## config.mk

```make
export PLATFORM = sky130hd
export DESIGN_NAME = program_counter_stack_unit
export DESIGN_NICKNAME = d
export VERILOG_FILES = /design/src/core/pcs_pkg.sv /design/src/core/call_stack_ptr.sv /design/src/core/program_counter_stack_unit.sv
export SDC_FILE = /design/constraint.sdc
export NUM_CORES = 1
export LEC_CHECK = 0
export ABC_AREA = 1
export BUFFER_PORTS_ARGS = -buffer_cell sky130_fd_sc_hd__clkbuf_2
export CELL_PAD_IN_SITES_DETAIL_PLACEMENT = 2
export CELL_PAD_IN_SITES_GLOBAL_PLACEMENT = 2
export CORE_ASPECT_RATIO = 0.5
export CORE_MARGIN = 2
export CORE_UTILIZATION = 31
export CTS_BUF_LIST = sky130_fd_sc_hd__clkbuf_4 sky130_fd_sc_hd__clkbuf_8
export DETAILED_ROUTE_END_ITERATION = 7
export PLACE_DENSITY = 0.87
export REMOVE_ABC_BUFFERS = 1
export SLEW_MARGIN = 20
export SYNTH_ARGS = -nofsm -noshare
export SYNTH_HDL_FRONTEND = slang
export SYNTH_SLANG_ARGS = --single-unit
```

## constraint.sdc

```tcl
create_clock -name clk_sys_i -period 2.7 [get_ports clk_sys_i]
set_clock_uncertainty 0.15 [all_clocks]
set_input_delay 0.27 -clock clk_sys_i [delete_from_list [all_inputs] [get_ports clk_sys_i]]
set_output_delay 0.27 -clock clk_sys_i [all_outputs]
set_load 0.01 [all_outputs]
```

## src/core/pcs_pkg.sv

```systemverilog
package pcs_pkg;

   // Widths of the sequencing datapath
   localparam int PC_W = 14;
   localparam int PAGE_LO_W = 8;
   localparam int PAGE_HI_W = PC_W - PAGE_LO_W;
   localparam int SP_W = 8;
   localparam int BYTE_W = 8;
   localparam int LEN_W = 2;

   // Reset values
   localparam logic [PC_W-1:0] RESET_PC = 14'h0000;
   localparam logic [SP_W-1:0] RESET_SP = 8'h00;

   // Layout of the second stack byte: flags on top, upper counter bits below
   localparam int FLAG_C_POS = 7;
   localparam int FLAG_Z_POS = 6;
   localparam int HI_POS_LSB = 0;

   localparam logic [PAGE_HI_W-1:0] PAGE_STEP = 6'h01;

   // Decoder commands
   typedef enum logic [3:0] {
      CMD_NONE = 4'h0,
      CMD_STEP = 4'h1,
      CMD_PAGE_ADV = 4'h2,
      CMD_JUMP = 4'h3,
      CMD_CALL = 4'h4,
      CMD_SUB_RET = 4'h5,
      CMD_INT_RET = 4'h6,
      CMD_INT_ACK = 4'h7,
      CMD_LOAD_SP = 4'h8,
      CMD_INT_ENABLE = 4'h9,
      CMD_INT_DISABLE = 4'hA
   } cmd_e;

   typedef struct packed {
      cmd_e kind;
      logic [LEN_W-1:0] len;
      logic [PC_W-1:0] target;
      logic [BYTE_W-1:0] acc;
      logic carry;
      logic zero;
   } cmd_s;

   typedef struct packed {
      logic we;
      logic re;
      logic [SP_W-1:0] addr;
      logic [BYTE_W-1:0] wdata;
   } ram_req_s;

   typedef enum logic [1:0] {
      SP_HOLD = 2'h0,
      SP_INC = 2'h1,
      SP_DEC = 2'h2,
      SP_LOAD = 2'h3
   } sp_op_e;

endpackage

```

## src/core/call_stack_ptr.sv

```systemverilog
`timescale 1ns/100ps
module call_stack_ptr
   import pcs_pkg::*;
#(
   parameter int WIDTH = SP_W
) (
   input wire logic clk_sys_i, // Core clock
   input wire logic rst_n_i, // Synchronous reset, active low
   input wire sp_op_e op_i, // Pointer operation
   input wire logic [WIDTH-1:0] load_val_i, // Value for a direct load
   output logic [WIDTH-1:0] sp_o // Current pointer
);

   logic [WIDTH-1:0] sp_q;
   logic [WIDTH-1:0] sp_d;

   // Plain modular arithmetic, no overflow or underflow detection
   always_comb begin
      unique case (op_i)
         SP_INC: sp_d = sp_q + WIDTH'(1);
         SP_DEC: sp_d = sp_q - WIDTH'(1);
         SP_LOAD: sp_d = load_val_i;
         default: sp_d = sp_q;
      endcase
   end

   always_ff @(posedge clk_sys_i) begin
      if (!rst_n_i) begin
         sp_q <= WIDTH'(RESET_SP);
      end else begin
         sp_q <= sp_d;
      end
   end

   assign sp_o = sp_q;

endmodule

```

## src/core/program_counter_stack_unit.sv

```systemverilog
`timescale 1ns/100ps
// Summary of operation
// - Keep a 14-bit counter, cleared by reset; first fetch at address zero.
// - Sequential steps advance only the low eight bits, wrapping inside the page.
// - Upper six counter bits increment only on the page advance instruction.
// - Call saves next address, interrupt acknowledge the current one, plus carry, zero as two bytes.
// - Acknowledge disables interrupts; write byte, increment, write byte, increment.
// - Reset sets the call stack pointer to zero; stack grows upward.
// - Load stack pointer instruction copies the accumulator into the pointer.
// - Interrupt return: decrement, restore second, decrement, restore first, then enable.
// - Carry and zero are restored only by the interrupt return instruction.
// - Subroutine return restores counter only, keeps flags, pointer drops by two.
// - Call pushes counter and flags, pointer rises by two.
// - No direct counter access; saved entries are plain RAM from address zero.
// - Reset starts at address zero and pushes nothing.
module program_counter_stack_unit
   import pcs_pkg::*;
#(
   parameter int PCW = PC_W
) (
   input wire logic clk_sys_i, // Core clock, 50 MHz
   input wire logic rst_n_i, // Synchronous reset, active low
   input wire cmd_s cmd_i, // Decoder command
   input wire logic cmd_valid_i, // Command offered
   output logic cmd_ready_o, // Unit can take a command
   output logic [PCW-1:0] pc_o, // Fetch address
   output logic int_enable_o, // Global interrupt enable
   output logic flags_restore_o, // Pulse: load carry and zero
   output logic carry_o, // Restored carry
   output logic zero_o, // Restored zero
   output logic [SP_W-1:0] sp_o, // Call stack pointer
   output ram_req_s ram_req_o, // Stack RAM request
   input wire logic [BYTE_W-1:0] ram_rdata_i // Stack RAM read data
);

   typedef enum logic [4:0] {
      ST_IDLE = 5'h01,
      ST_PUSH2 = 5'h02,
      ST_POP2 = 5'h04,
      ST_POP_W1 = 5'h08,
      ST_POP_W2 = 5'h10
   } state_e;

   state_e state_q;
   state_e state_d;

   logic [PCW-1:0] pc_q;
   logic int_enable_q;
   logic flags_restore_q;
   logic carry_q;
   logic zero_q;
   ram_req_s ram_req_q;
   logic [BYTE_W-1:0] push_hi_q;
   logic [PCW-1:0] push_target_q;
   logic pop_is_int_q;
   logic [BYTE_W-1:0] pop_hi_q;
   sp_op_e sp_op;
   logic [SP_W-1:0] sp;
   logic take;
   logic take_push;
   logic take_pop;
   logic restore_int;
   logic [PCW-1:0] next_seq;
   logic [PCW-1:0] saved_pc;
   logic [PCW-1:0] popped_pc;

   // Advance the low byte by the instruction length, leaving the page bits alone
   function automatic logic [PCW-1:0] step_in_page(input logic [PCW-1:0] pc,
                                                   input logic [LEN_W-1:0] len);
      logic [PAGE_LO_W-1:0] lo;
      lo = pc[PAGE_LO_W-1:0] + PAGE_LO_W'(len);
      step_in_page = {pc[PCW-1:PAGE_LO_W], lo};
   endfunction

   // Second stack byte: flags above the upper counter bits
   function automatic logic [BYTE_W-1:0] pack_hi(input logic [PCW-1:0] pc,
                                                input logic c,
                                                input logic z);
      logic [BYTE_W-1:0] b;
      b = '0;
      b[HI_POS_LSB +: PAGE_HI_W] = pc[PCW-1:PAGE_LO_W];
      b[FLAG_C_POS] = c;
      b[FLAG_Z_POS] = z;
      pack_hi = b;
   endfunction

   // Commands that write a two-byte entry
   function automatic logic is_push(input cmd_e kind);
      is_push = (kind == CMD_CALL) || (kind == CMD_INT_ACK);
   endfunction

   // Commands that read a two-byte entry back
   function automatic logic is_pop(input cmd_e kind);
      is_pop = (kind == CMD_SUB_RET) || (kind == CMD_INT_RET);
   endfunction

   // Upper counter bits step to the next page, the low byte keeps its step
   function automatic logic [PCW-1:0] page_advance(input logic [PCW-1:0] pc);
      page_advance = {pc[PCW-1:PAGE_LO_W] + PAGE_STEP, pc[PAGE_LO_W-1:0]};
   endfunction

   assign take = cmd_valid_i && (state_q == ST_IDLE);
   assign take_push = take && is_push(cmd_i.kind);
   assign take_pop = take && is_pop(cmd_i.kind);
   // Last cycle of an interrupt return: counter, flags and enable come back together
   assign restore_int = (state_q == ST_POP_W2) && pop_is_int_q;
   assign next_seq = step_in_page(pc_q, cmd_i.len);
   // Interrupt entry saves the counter as is; a call saves the instruction after it
   assign saved_pc = (cmd_i.kind == CMD_INT_ACK) ? pc_q : next_seq;
   // Return address: upper bits from the first read, low byte straight from RAM
   assign popped_pc = {pop_hi_q[HI_POS_LSB +: PAGE_HI_W], ram_rdata_i};

   // Sequencer for the two-byte stack transfers
   always_comb begin
      state_d = state_q;
      unique case (state_q)
         ST_IDLE: begin
            if (take) begin
               unique case (cmd_i.kind)
                  CMD_CALL, CMD_INT_ACK: state_d = ST_PUSH2;
                  CMD_SUB_RET, CMD_INT_RET: state_d = ST_POP2;
                  default: state_d = ST_IDLE;
               endcase
            end
         end
         ST_PUSH2: state_d = ST_IDLE;
         ST_POP2: state_d = ST_POP_W1;
         ST_POP_W1: state_d = ST_POP_W2;
         ST_POP_W2: state_d = ST_IDLE;
         default: state_d = ST_IDLE;
      endcase
   end

   // Reset lands in idle with nothing pushed
   always_ff @(posedge clk_sys_i) begin
      if (!rst_n_i) begin
         state_q <= ST_IDLE;
      end else begin
         state_q <= state_d;
      end
   end

   // Pointer moves once per stack byte
   always_comb begin
      sp_op = SP_HOLD;
      unique case (state_q)
         ST_IDLE: begin
            if (take) begin
               unique case (cmd_i.kind)
                  CMD_CALL, CMD_INT_ACK: sp_op = SP_INC;
                  CMD_SUB_RET, CMD_INT_RET: sp_op = SP_DEC;
                  CMD_LOAD_SP: sp_op = SP_LOAD;
                  default: sp_op = SP_HOLD;
               endcase
            end
         end
         ST_PUSH2: sp_op = SP_INC;
         ST_POP2: sp_op = SP_DEC;
         default: sp_op = SP_HOLD;
      endcase
   end

   call_stack_ptr #(
      .WIDTH(SP_W)
   ) call_stack_ptr_i (
      .clk_sys_i(clk_sys_i),
      .rst_n_i(rst_n_i),
      .op_i(sp_op),
      .load_val_i(cmd_i.acc),
      .sp_o(sp)
   );

   // Stack RAM requests, one byte per cycle
   always_ff @(posedge clk_sys_i) begin
      if (!rst_n_i) begin
         ram_req_q <= '0;
      end else begin
         ram_req_q <= '0;
         unique case (state_q)
            ST_IDLE: begin
               if (take_push) begin
                  ram_req_q.we <= 1'b1;
                  ram_req_q.addr <= sp;
                  ram_req_q.wdata <= saved_pc[PAGE_LO_W-1:0];
               end else if (take_pop) begin
                  ram_req_q.re <= 1'b1;
                  ram_req_q.addr <= sp - SP_W'(1);
               end
            end
            ST_PUSH2: begin
               ram_req_q.we <= 1'b1;
               ram_req_q.addr <= sp;
               ram_req_q.wdata <= push_hi_q;
            end
            ST_POP2: begin
               ram_req_q.re <= 1'b1;
               ram_req_q.addr <= sp - SP_W'(1);
            end
            default: ram_req_q <= '0;
         endcase
      end
   end

   // Second byte of the entry, written one cycle after the first
   always_ff @(posedge clk_sys_i) begin
      if (!rst_n_i) begin
         push_hi_q <= '0;
      end else if (take) begin
         push_hi_q <= pack_hi(saved_pc, cmd_i.carry, cmd_i.zero);
      end
   end

   // Call or vector address, loaded into the counter at the end of the second push cycle
   always_ff @(posedge clk_sys_i) begin
      if (!rst_n_i) begin
         push_target_q <= RESET_PC;
      end else if (take) begin
         push_target_q <= cmd_i.target;
      end
   end

   // Only an interrupt return brings back flags and the enable
   always_ff @(posedge clk_sys_i) begin
      if (!rst_n_i) begin
         pop_is_int_q <= 1'b0;
      end else if (take) begin
         pop_is_int_q <= (cmd_i.kind == CMD_INT_RET);
      end
   end

   // Read data of the second byte arrives first
   always_ff @(posedge clk_sys_i) begin
      if (!rst_n_i) begin
         pop_hi_q <= '0;
      end else if (state_q == ST_POP_W1) begin
         pop_hi_q <= ram_rdata_i;
      end
   end

   // Program counter: only sequencing logic can change it
   always_ff @(posedge clk_sys_i) begin
      if (!rst_n_i) begin
         pc_q <= RESET_PC;
      end else if (take) begin
         unique case (cmd_i.kind)
            CMD_STEP: pc_q <= next_seq;
            CMD_PAGE_ADV: pc_q <= page_advance(next_seq);
            CMD_JUMP: pc_q <= cmd_i.target;
            CMD_LOAD_SP, CMD_INT_ENABLE, CMD_INT_DISABLE: pc_q <= next_seq;
            default: pc_q <= pc_q;
         endcase
      end else if (state_q == ST_PUSH2) begin
         pc_q <= push_target_q;
      end else if (state_q == ST_POP_W2) begin
         pc_q <= popped_pc;
      end
   end

   // Global interrupt enable
   always_ff @(posedge clk_sys_i) begin
      if (!rst_n_i) begin
         int_enable_q <= 1'b0;
      end else if (take && cmd_i.kind == CMD_INT_ACK) begin
         int_enable_q <= 1'b0;
      end else if (take && cmd_i.kind == CMD_INT_DISABLE) begin
         int_enable_q <= 1'b0;
      end else if (take && cmd_i.kind == CMD_INT_ENABLE) begin
         int_enable_q <= 1'b1;
      end else if (restore_int) begin
         int_enable_q <= 1'b1;
      end
   end

   // One-cycle pulse that tells the core to load carry and zero
   always_ff @(posedge clk_sys_i) begin
      if (!rst_n_i) begin
         flags_restore_q <= 1'b0;
      end else begin
         flags_restore_q <= restore_int;
      end
   end

   // Flag restore happens only at the end of an interrupt return
   always_ff @(posedge clk_sys_i) begin
      if (!rst_n_i) begin
         carry_q <= 1'b0;
         zero_q <= 1'b0;
      end else if (restore_int) begin
         carry_q <= pop_hi_q[FLAG_C_POS];
         zero_q <= pop_hi_q[FLAG_Z_POS];
      end
   end

   // No firmware path to the counter; the stack is only visible as RAM
   assign pc_o = pc_q;
   assign cmd_ready_o = (state_q == ST_IDLE);
   assign int_enable_o = int_enable_q;
   assign flags_restore_o = flags_restore_q;
   assign carry_o = carry_q;
   assign zero_o = zero_q;
   assign sp_o = sp;
   assign ram_req_o = ram_req_q;

endmodule

```

## Yosys cells after proc, flatten, opt, wreduce, memory -nomap -nowiden

Cells that the tools add are included.
W data, S select, Z words.

- Flip-flop bits (word level): 80
- Latch bits: 0
- Memory bits (writable): 0
- Memory bits (read-only): 0
- Input bits: 41
- Output and inout port bits: 45
- Word-level logic and storage cells: 84
- Memories kept: 0

- Add/sub/neg operators: 4
- Multiply operators: 0
- Divide/modulo/power cells: 0
- $lt $le $gt $ge: 0
- Equal/unequal tests: 22
- Shift-type cells: 0
- Multiplexer cells: 23
- Bitwise logic cells: 1
- Reduce and logical (&&, ||, !) cells: 18

Operators with widths:

| operator | count |
|---|---|
| $pmux W8 S3 | 2 |
| $mux W14 | 3 |
| $pmux W14 S3 | 1 |
| $mux W8 | 3 |
| $eq A4 B3 Y1 const B | 4 |
| $pmux W8 S2 | 1 |
| $pmux W5 S3 | 1 |
| $eq A4 B4 Y1 const B | 3 |
| $pmux W2 S3 | 2 |
| $mux W9 | 1 |
| $add A8 B1 Y8 const B | 1 |
| $add A8 B2 Y8 | 1 |
| $eq A4 B2 Y1 const B | 2 |
| $sub A8 B1 Y8 const B | 1 |
| $logic_and A1 B1 Y1 | 7 |
| $add A6 B1 Y6 const B | 1 |
| $pmux W3 S2 | 1 |
| $reduce_bool A3 Y1 | 2 |
| $eq A5 B1 Y1 const B | 1 |
| $eq A5 B2 Y1 const B | 1 |
| $eq A5 B3 Y1 const B | 1 |
| $eq A5 B4 Y1 const B | 1 |
| $eq A5 B5 Y1 const B | 1 |
| $mux W5 | 1 |
| other kinds (18) | 25 |

## Longest topological paths before layout

Gate-level depths: netlist (run 1).

- Word-level depth: 7
- Mapped depth: 13
- Depth with buffers taken out: 13

## Hierarchy

Synthesis (run 1) repeated with hierarchy kept, for this count alone.

- Cells, all modules: 677
- Area total of the unflattened synthesis: 4473.0 µm²

Modules (own cells, without submodules):

| module | instances | cells an instance | area each (µm²) | sequential area each (µm²) |
|---|---|---|---|---|
| program_counter_stack_unit | 1 | 540 | 3691.0 | 1441.4 |
| call_stack_ptr | 1 | 137 | 782.0 | 160.2 |

## Worst setup path before layout (run 1)

Ideal clock, no wire load.

- Kind: reg2reg
- From: reg pc_q[0] (netlist: pc_o[0])
- To: reg pc_q[6] (netlist: pc_o[6])
- Library setup time: 0.115 ns
- Arrival: 1.708 ns
- Data required time: 2.435 ns
- Path slack: 0.727 ns
- Cell stages (with the launch flop): 10
- Buffers on the path: 0
- Period minus slack after synthesis: 1.973 ns
- Path through: dfxtp_1 ha_1 inv_1 fa_1 nor2_1 nand3_1 xor2_1 o21ai_0 nand3_1 and2_1

- Word-level cells in the longest chain between the ends: 3

RTL lines:

| item | RTL line | RTL |
|---|---|---|
| start: declaration | program_counter_stack_unit.sv:47 | `logic [PCW-1:0] pc_q;` |
| start signal: assignment | program_counter_stack_unit.sv:246 | `CMD_STEP: pc_q <= next_seq;` |
| start signal: assignment | program_counter_stack_unit.sv:247 | `CMD_PAGE_ADV: pc_q <= page_advance(next_seq);` |
| start signal: assignment | program_counter_stack_unit.sv:248 | `CMD_JUMP: pc_q <= cmd_i.target;` |
| $add A8 B2 Y8 | program_counter_stack_unit.sv:71 | `lo = pc[PAGE_LO_W-1:0] + PAGE_LO_W'(len);` |
| $pmux W14 S3 | program_counter_stack_unit.sv:245 | `unique case (cmd_i.kind)` |
| $mux W14 | program_counter_stack_unit.sv:244 | `end else if (take) begin` |

Every way passes these cells.
A chain may end at the register's enable or synchronous reset.

## Worst setup path after layout (run 1)

Ends and elaborated chain as after synthesis.

==> impl_metrics.toml, run 1 <==
[routing]
drt_iter0_drc = 248
vias = 4461
vias_per_cell = 5.12
detail_route.wl_per_cell_um = 17.9
drt_first_pass_iters = 5
wl_um = 15600
ant_nets = 0
drcViolationCount = 0

[timing]
finalSetupTns_ns = 0
hold_violations = 0
post-route-period-util_pct = 80.8
hold-worst-slack_ns = 0.0206
max_freq_mhz = 458
finalSetupViolCount = 0
unrepaired_setup_endpoints_after_global_routing = "no"
worst-slew-pin-transition_ns = 0.792
timing.slew.headroom_pct = 46.6
timing.final.crit_period_ns = 2.18
finalWorstSetupSlack_ns = 0.518
maxSlewViolCount = 0

[logic_synthesis]
async_flop_share_pct = 0
yosys_most_used_dff = "dfxtp_1"
synth.top_cells.by_count = "nand2_1, dfxtp_1, inv_1"
ys_ff_latch = 80
distinct_cell_type_count_of_the_synthesized_netlist = 38
synth-edff-count = 0
synthesis.yosys.warnings = 0
synth_largest_area_cell = "dfxtp_1"
synth-seq-area-share_pct = 38.5
synth_area_per_cell_um2 = 6.73
synthMostInstantiatedCell = "nand2_1"
cells_after_synthesis = 617
netlist_area_mm2 = 0.00416
netlist_top_cells_area = "dfxtp_1, nand2_1, o21ai_0"
yosysTopAreaCellShare_pct = 38.5

[global_routing]
grt_pass1_vias = 4739
grt.met3_usage_pct = 4.61
groute.layer.met2.usage_pct = 39.9
grt.total_usage_pct = 22.4
gr-usage-met1_pct = 27.9
globalRoute.totalOverflow = 0
global_route.peak_usage_layer = "met2"
grt_pass1_wl_um = 25100
grt_max_degree = 48
antenna_found_initial = 0

[clocking]
cts.hold.buffers_added = 1
number_of_h_tree_branching_levels = 3
cts.sink_count = 80
clk_pin_slew_worst_paths_ns = 0.09
clk_lat_worst_skew_ns = 0.37
cts_tree = "built"
post_cts_resized = 0
cts_buffer_depth = 2
tritoncts.num_buffers = 9
postCtsSetupBuffers = 0
clock_tree_root_driver_cell = "clkbuf_8"

[final_layout]
final_design_area_no_fill_mm2 = 0.00495
final-seq-area_mm2 = 0.00160
n_fill_cell = 1592
layout-drive-gt1-share_pct = 17.8
num_antenna_cells = 0
area_occupied_by_multi_input_gates_mm2 = 0.00213
layout.nets = 743
area_growth_pct = 19.2

[floorplan]
die_area_mm2 = 0.0144
core_area_mm2 = 0.0129
effective_utilization_at_floorplan_pct = 32.3
chipHeight_um = 85.9
die_x_um = 168
io_pins = 86
rows = 29

[worst_setup_path]
crit_chain = "ha_1 -> inv_1 -> fa_1 -> nor2_1 -> nand3_1 -> xor2_1 -> o21ai_0 -> nand3_1 -> and2_1"
cp_data_required_time_ns = 2.82
crit_path_top_delay_cell = "fa_1"
crit_fanout = 4
timing_worst_setup_path_type = "reg2reg"
worst_ep_arrival_time_ns = 2.30
cp-start-kind = "flip-flop"
path_delay_family = "adder cells"
crit_path_frequent_cell = "nand3_1"
timing.critical_path.slowest_cell_delay_ns = 0.41
timing.critical_path.buf_inv = 1
worstSetupEndpointType = "flip-flop"

[worst_hold_path]
hp-class = "in2reg"

[place]
gp_congestion = 0.816
detailed_place.area_mm2 = 0.00473
pre_cts_ws_ns = 0.545
hpwl_um = 11000
portBuffers = 85

[status]
outcome = "complete, no violations"

[power]
ir_worst_vdd_mv = 0.228
design_power_total_mw = 2.88
power_leakage_nw = 2.38
pwr_density_cell_mw_per_mm2 = 581

[flow_run]
timing.max_cap.violations = 0
[cell families (layout without fill, tap and decap cells)]
family	Yosys count	after routing	synth area share [%]
buffers and inverters	108	192	10.2
xor gates and xnor gates	12	12	2.53
adders and majority gates	6	6	1.99
and+or+nand+nor	262	262	27.2
AOI/OAI and AO/OA	149	149	19.5
DFF	80	80	38.5
[metrics by stage]
step	std cells	utilization, %
floorplan	593	-
global placement	854	36.7
detailed placement	854	36.7
CTS	871	38.5
global route	871	38.5
finish	871	38.5
[worst min-delay path, stage by stage]
cell and delay [ns]:
clkbuf_2 0.08, nand2_1 0.08, a21oi_1 0.06
[layout by cell type (no fill, tap or decap), types with 3 or more instances in the layout]
cell type  synthesis  layout
nor2_1            61      61
nand4_1            3       3
o211ai_1           8       8
inv_2              5       5
clkbuf_2           0      85
dfxtp_1           80      80
nand3_1           39      39
buf_4              0       6
nand2_1          137     137
xor2_1            12      12
inv_1             78      78
ha_1               5       5
o21ai_0           64      64
o21ai_1            6       6
clkbuf_8           0      11
nand2_2            3       3
nor2_4             4       4
o22ai_1            5       5
a21oi_1           55      55
nor3_1             7       7
[registers in the layout, summed over array words and instances (netlist names)]
register / count
pop_hi_q: 8
ram_req_o: 18
zero_o: 1
state_q: 5
push_target_q: 14
pc_o: 14
carry_o: 1
call_stack_ptr_i.sp_o: 8
int_enable_o: 1
flags_restore_o: 1
push_hi_q: 8
pop_is_int_q: 1
[final cells by class]
type	count	area share, %
timing repair buffer	92	9.70
clock inverter	5	1.26
multi-input combinational	429	43.0
clock buffer	11	3.06
tap	170	4.29
sequential	80	32.3
inverter	84	6.37
[worst paths after layout]
check | start | end | slack (ns) | cells after the start
min reg2reg | push_hi_q[1] | push_hi_q[1] | 0.31 | 2
max | pc_o[0] | pc_o[6] | 0.52 | 9
max reg2reg | pc_o[0] | pc_o[6] | 0.52 | 9
min | cmd_i[21] | push_target_q[11] | 0.02 | 3
[layer usage]
| metal | up-vias | wire (um) |
|---|---|---|
| met2 | 90 | 7470 |
| met1 | 2194 | 7300 |
| met5 | - | 0 |
| met3 | 23 | 511 |
| met4 | 0 | 261 |
| li1 | 2154 | - |
[power by group]
group | leakage [nW] | internal, mW | total (mW) | switching [mW]
Sequential | 0.653 | 1.25 | 1.32 | 0.0745
Clock | 0.103 | 0.485 | 0.980 | 0.496
Combinational | 1.62 | 0.202 | 0.579 | 0.376
Total | 2.38 | 1.93 | 2.88 | 0.946
(Power assumes the default switching activity.)
==> run 2: changes to the inputs <==
CORE_UTILIZATION = 28   (was 31)
PLACE_DENSITY = 0.83   (was 0.87)
clock period = 2 ns   (was 2.7 ns; I/O delays follow)
==> run 2 against run 1 <==
Compared with the run above: count of clock-buffer cells in the layout shrank 2; highest routed layer unchanged; first-iteration DRC count decreased by 25%; critical path depth unchanged; sequential share of layout area shrank 2.2 points; sequential cell count unchanged; clock power is 36% higher.
==> impl_metrics.toml, run 2 (synthesized netlist as in run 1, its figures left out) <==
[routing]
ant_nets = 0
top_layer = "met4"
drt-met1-wl_um = 7330
met3_length_um = 491
wl_um = 15700
drt_first_pass_iters = 4
detail_route.wl_per_cell_um = 16.9
dr_wl_met2_um = 7750
vias = 4537
drcViolationCount = 0
drt_iter0_drc = 186
vias_per_cell = 4.89

[power]
pwr_density_cell_mw_per_mm2 = 745
share_seq_of_total_power_pct = 44.8
ir_worst_vdd_mv = 0.229
design_power_total_mw = 3.97
swShare_pct = 33.9
pwr-share-comb_pct = 21.8
power_switching_mw = 1.35
cellInternalPower_mw = 2.63
clockPowerShare_pct = 33.4
power_leakage_nw = 2.52

[final_layout]
flip_flop_count_of_the_largest_register_after_layout = 18
final-seq-area_mm2 = 0.00160
area_growth_pct = 28.3
num_antenna_cells = 0
final_design_area_no_fill_mm2 = 0.00533
area_occupied_by_multi_input_gates_mm2 = 0.00220
layout_commonest_cell = "nand2_1"
layout.nets = 772
final_cell_mix = "nand2_1, clkbuf_2, dfxtp_1, inv_1, o21ai_0"
layout-drive-gt1-share_pct = 21.6
n_fill_cell = 1762
final_core_utilization_pct = 36.8

[place]
detailed_place.area_mm2 = 0.00489
gp_congestion = 0.807
pre_cts_ws_ns = -0.119
hpwl_um = 11300
portBuffers = 85

[status]
outcome = "complete, no violations"

[global_routing]
grt_max_degree = 49
grt.total_usage_pct = 20.1
globalRoute.totalOverflow = 0
grt_pass1_wl_um = 25200
grt_pass1_vias = 4748
antenna_found_initial = 0

[timing]
unrepaired_setup_endpoints_after_global_routing = "yes"
maxSlewViolCount = 0
finalSetupViolCount = 0
post-route-period-util_pct = 97.7
finalSetupTns_ns = 0
timing.final.crit_period_ns = 1.95
hold_violations = 0
worst-slew-pin-transition_ns = 0.470
max_freq_mhz = 512
finalWorstSetupSlack_ns = 0.0453
timing.slew.headroom_pct = 68.7

[floorplan]
effective_utilization_at_floorplan_pct = 28.7
rows = 31
die_x_um = 176
die_area_mm2 = 0.0159
io_pins = 86
core_area_mm2 = 0.0145
chipHeight_um = 90.1

[worst_hold_path]
min_delay_worst_endpoint = "pop_hi_q[3]"
min-delay-start = "ram_rdata_i[3]"
hold_path_depth = 3
hp-class = "in2reg"

[clocking]
clk_lat_worst_skew_ns = 0.37
cts_buffer_depth = 2
tritoncts.num_buffers = 9
cts.sink_count = 80
cts_tree = "built"
clock_tree_root_driver_cell = "clkbuf_8"
number_of_h_tree_branching_levels = 3
clk_pin_slew_worst_paths_ns = 0.10

[worst_setup_path]
worst_ep_arrival_time_ns = 2.08
crit_fanout = 3
cp-start-kind = "flip-flop"
cp_data_required_time_ns = 2.13
timing.rr.end = "pc_o[6]"
timing_worst_setup_path_type = "reg2reg"
ff2ff_path_depth = 9
worstSetupEndpointType = "flip-flop"
worst_r2r_startpoint = "pc_o[0]"
reg2reg_slack_ns = 0.05

[flow_run]
timing.max_cap.violations = 0
[run 2: changes by cell type in the layout (fill, tap and decap cells not counted), sizes merged]
cell,delta
dlygate4sd3,+12
clkinv,+1
inv,+2
clkbuf,-2
clkinvlp,-1
buf,+17
[run 2: repair_timing]
item                       in CTS  in global routing
setup buffers                   0                  2
hold buffers                   13                  0
hold endpoints to repair       13                  0
gates resized for setup         3                 22
setup endpoints to repair       2                 28
pin swaps                       1                 11
[run 2: stage by stage]
step                instances  hold WS, ns
CTS                       926     0.000976
global route              928       0.0194
floorplan                 593        0.155
finish                    928       0.0139
global placement          897        0.289
detailed placement        897        0.295
[run 2: per-layer routing]
layer,vias up,GRT usage (%)
li1,2221,-
met1,2228,26.4
met2,78,35.0
met3,10,3.30
met4,0,3.79
met5,-,0
[run 2: cell type report]
type	instances	share of cell area, %
well taps	198	4.65
flip-flops and latches	80	30.1
clock inverters	7	1.62
multi-input cells	429	41.4
repair buffers	121	14.0
clock buffers	9	2.32
inverters	84	5.99
[run 2: worst max path at each step]
stage,start,to,cells after the start
2_1_floorplan,state_q[2],pc_o[10],8
3_3_place_gp,pc_o[0],pc_o[6],9
3_5_place_dp,pc_o[0],pc_o[6],9
4_1_cts,pc_o[0],pc_o[6],9
5_1_grt,pc_o[0],pc_o[6],9
6_report,pc_o[0],pc_o[6],9
[run 2: critical path: stages, from the launching register on]
cell and delay, ns:
dfxtp_2 0.36, ha_4 0.13, inv_1 0.05, fa_2 0.40, nor2_4 0.14, nand3_2 0.08
xor2_1 0.17, o21ai_1 0.15, nand3_1 0.09, and2_1 0.15
[run 2: power groups by stage]
stage | registers, mW | logic (mW) | clock network, mW
floorplan | 1.81 | 0.461 | 0
global placement | 1.81 | 0.780 | 0
detailed placement | 1.81 | 0.813 | 0
CTS | 1.78 | 0.847 | 1.37
global route | 1.79 | 0.975 | 1.44
finish | 1.78 | 0.865 | 1.33
==> run 3: changes to the inputs <==
ABC_AREA = not set   (was 1)
CORE_UTILIZATION = 29   (was 28)
PLACE_DENSITY = 0.82   (was 0.83)
SKIP_LAST_GASP = 1   (was not set)
==> run 3 against run 2 <==
Compared with the run above: the run now ends with negative hold slack, negative setup slack left; clock power grew 14%; combinational power up 73%; final cell count fell by 0.11%; sequential share of layout area shrank 7.7 points; routed wire length rose by 87%; via count increased by 21%; critical path depth grew 1; synthesized cell count shrank 15%; critical endpoint is now pc_o[11].
==> impl_metrics.toml, run 3 <==
[worst_setup_path]
timing.rr.end = "pc_o[11]"
crit_path_top_delay_cell = "or3_4"
crit_fanout = 8
timing.critical_path.buf_inv = 5
worstSetupEndpointType = "flip-flop"
cp-start-kind = "flip-flop"
ff2ff_path_depth = 10
timing_worst_setup_path_type = "reg2reg"
crit_start = "state_q[1]"
critPathCapture = "pc_o[11]"
worst_r2r_startpoint = "state_q[1]"
reg2reg_slack_ns = -0.43
cp_data_required_time_ns = 2.16
crit_path_frequent_cell = "buf_6"
crit_chain = "or3_4 -> buf_6 -> buf_4 -> buf_6 -> nor2_4 -> buf_12 -> a21oi_4 -> buf_8 -> a21bo_2 -> a21oi_1"
timing.critical_path.slowest_cell_delay_ns = 0.44
cp_num_cells = 10
path_delay_family = "buffers and inverters"
worst_ep_arrival_time_ns = 2.60

[logic_synthesis]
netlist_area_mm2 = 0.00412
synth_largest_area_cell = "dfxtp_1"
synthMostInstantiatedCell = "nand2_1"
yosysTopAreaCellShare_pct = 38.9
yosys_most_used_dff = "dfxtp_1"
ys_ff_latch = 80
async_flop_share_pct = 0
distinct_cell_type_count_of_the_synthesized_netlist = 63
synth-edff-count = 0
netlist_top_cells_area = "dfxtp_1, nand2_1, a21oi_1"
synth-seq-area-share_pct = 38.9
synth_area_per_cell_um2 = 7.81
synth.top_cells.by_count = "nand2_1, dfxtp_1, a21oi_1"
synthesis.yosys.warnings = 0
cells_after_synthesis = 527

[final_layout]
num_antenna_cells = 0
layout-drive-gt1-share_pct = 49.4
flip_flop_count_of_the_largest_register_after_layout = 18
final_cell_mix = "clkbuf_2, nand2_1, dfxtp_1, buf_4, a21oi_2"
layoutNonFillerInstCount = 927
area_growth_pct = 74.6
layout_commonest_cell = "clkbuf_2"
layout.nets = 777

[timing]
maxSlewViolCount = 0
timing.final.crit_period_ns = 2.43
worst-slew-pin-transition_ns = 1.05
max_freq_mhz = 411
finalSetupViolCount = 73
finalWorstSetupSlack_ns = -0.432
hold_violations = 1
hold-worst-slack_ns = -0.0118
unrepaired_setup_endpoints_after_global_routing = "yes"
post-route-period-util_pct = 122
timing.slew.headroom_pct = 29.7

[clocking]
number_of_h_tree_branching_levels = 3
cts_buffer_depth = 2
cts_tree = "built"
clk_lat_worst_skew_ns = 0.40
clk_pin_slew_worst_paths_ns = 0.11
clock_tree_root_driver_cell = "clkbuf_8"
cts.sink_count = 80
tritoncts.num_buffers = 9

[place]
portBuffers = 85
post-place-cells = 848
hpwl_um = 12200
gp_congestion = 0.869
pre_cts_ws_ns = -0.408

[floorplan]
die_area_mm2 = 0.0152
rows = 30
effective_utilization_at_floorplan_pct = 30.0
io_pins = 86
core_area_mm2 = 0.0137
chipHeight_um = 88.2
die_x_um = 172

[routing]
wl_um = 29400
vias_per_cell = 5.93
ant_nets = 0
vias = 5494
detail_route.wl_per_cell_um = 31.7
drt_iter0_drc = 527
drt_first_pass_iters = 5
drcViolationCount = 0

[global_routing]
grt_pass1_vias = 5818
grt_max_degree = 31
grt_pass1_wl_um = 37500
globalRoute.totalOverflow = 0
antenna_found_initial = 2
grt.total_usage_pct = 34.0

[power]
ir_worst_vdd_mv = 0.397
pwr_density_cell_mw_per_mm2 = 663
power_leakage_nw = 3.02

[status]
violations = "negative hold slack, negative setup slack"
outcome = "finished, violations left"

[worst_hold_path]
hp-class = "in2reg"

[flow_run]
timing.max_cap.violations = 0
## run 3: timing repair
item | CTS | global route
setup buffers | 27 | 12
endpoints found under the hold margin | 26 | 1
cloned | 5 | 1
endpoints found under the setup margin | 52 | 71
gates resized for setup | 140 | 134
hold buffers | 26 | 1
pin swaps | 51 | 59
## run 3: worst reg2reg max path, stage by stage (launching register included)
cell	delay, ns
dfxtp_2	0.35
or3_4	0.44
buf_6	0.14
buf_4	0.15
buf_6	0.13
nor2_4	0.15
buf_12	0.17
a21oi_4	0.08
buf_8	0.16
a21bo_2	0.22
a21oi_1	0.22
## run 3: kinds of logic after synthesis
| logic type | count (synthesis) | share of synthesized area, % |
|---|---|---|
| AOI/OAI and AO/OA | 134 | 20.9 |
| muxes | 17 | 4.13 |
| DFF | 80 | 38.9 |
| xor gates and xnor gates | 21 | 4.47 |
| adders and majority gates | 6 | 2.01 |
| buffers and inverters | 46 | 4.77 |
| and+or+nand+nor | 223 | 24.8 |
## run 3: worst min-delay path by stage
stage                            from                  endpoint  slack [ns]  depth (start not counted)
after floorplan               rst_n_i                state_q[0]        0.12                          1
after global placement       cmd_i[1]              push_hi_q[7]        0.28                          3
after detailed placement     cmd_i[0]              push_hi_q[6]        0.30                          3
after CTS                 cmd_valid_i                state_q[0]        0.01                          4
after global routing         cmd_i[7]  call_stack_ptr_i.sp_o[5]       -0.01                          3
final                        cmd_i[7]  call_stack_ptr_i.sp_o[5]       -0.01                          3
## run 3: metrics by stage
step	setup TNS [ns]	instance area [um2]	total power, mW	util [%]
floorplan	-45.78	3960	2.14	-
global placement	-4.71	5250	2.52	38.3
detailed placement	-7.88	5250	2.57	38.3
CTS	-5.77	6570	4.31	48.0
global route	-20.90	7180	4.86	52.4
finish	-18.95	7180	4.77	52.4
## run 3: area by class of cell
type                            instances  area [um2]
Fill cell                            1429        6520
Multi-Input combinational cell        401        3140
Timing Repair Buffer                  227        1930
Sequential cell                        80        1610
Tap cell                              192         240
Clock buffer                            9         124
Clock inverter                          7         103
Inverter                               11        43.8
## run 3: power by group
group / leakage, nW / switching [mW] / total, mW / internal [mW]
Sequential: 0.652 / 0.0907 / 1.75 / 1.66
Clock: 0.116 / 0.791 / 1.51 / 0.722
Combinational: 2.25 / 0.841 / 1.50 / 0.659
## run 3: per-layer routing
metal | part of all wire, % | vias to the layer above | GRT usage (%)
met5 | 0.065 | - | 0
met4 | 4.8 | 4 | 18.0
met3 | 6.4 | 119 | 8.54
met2 | 48 | 300 | 58.6
met1 | 41 | 2823 | 39.7
li1 | - | 2248 | -
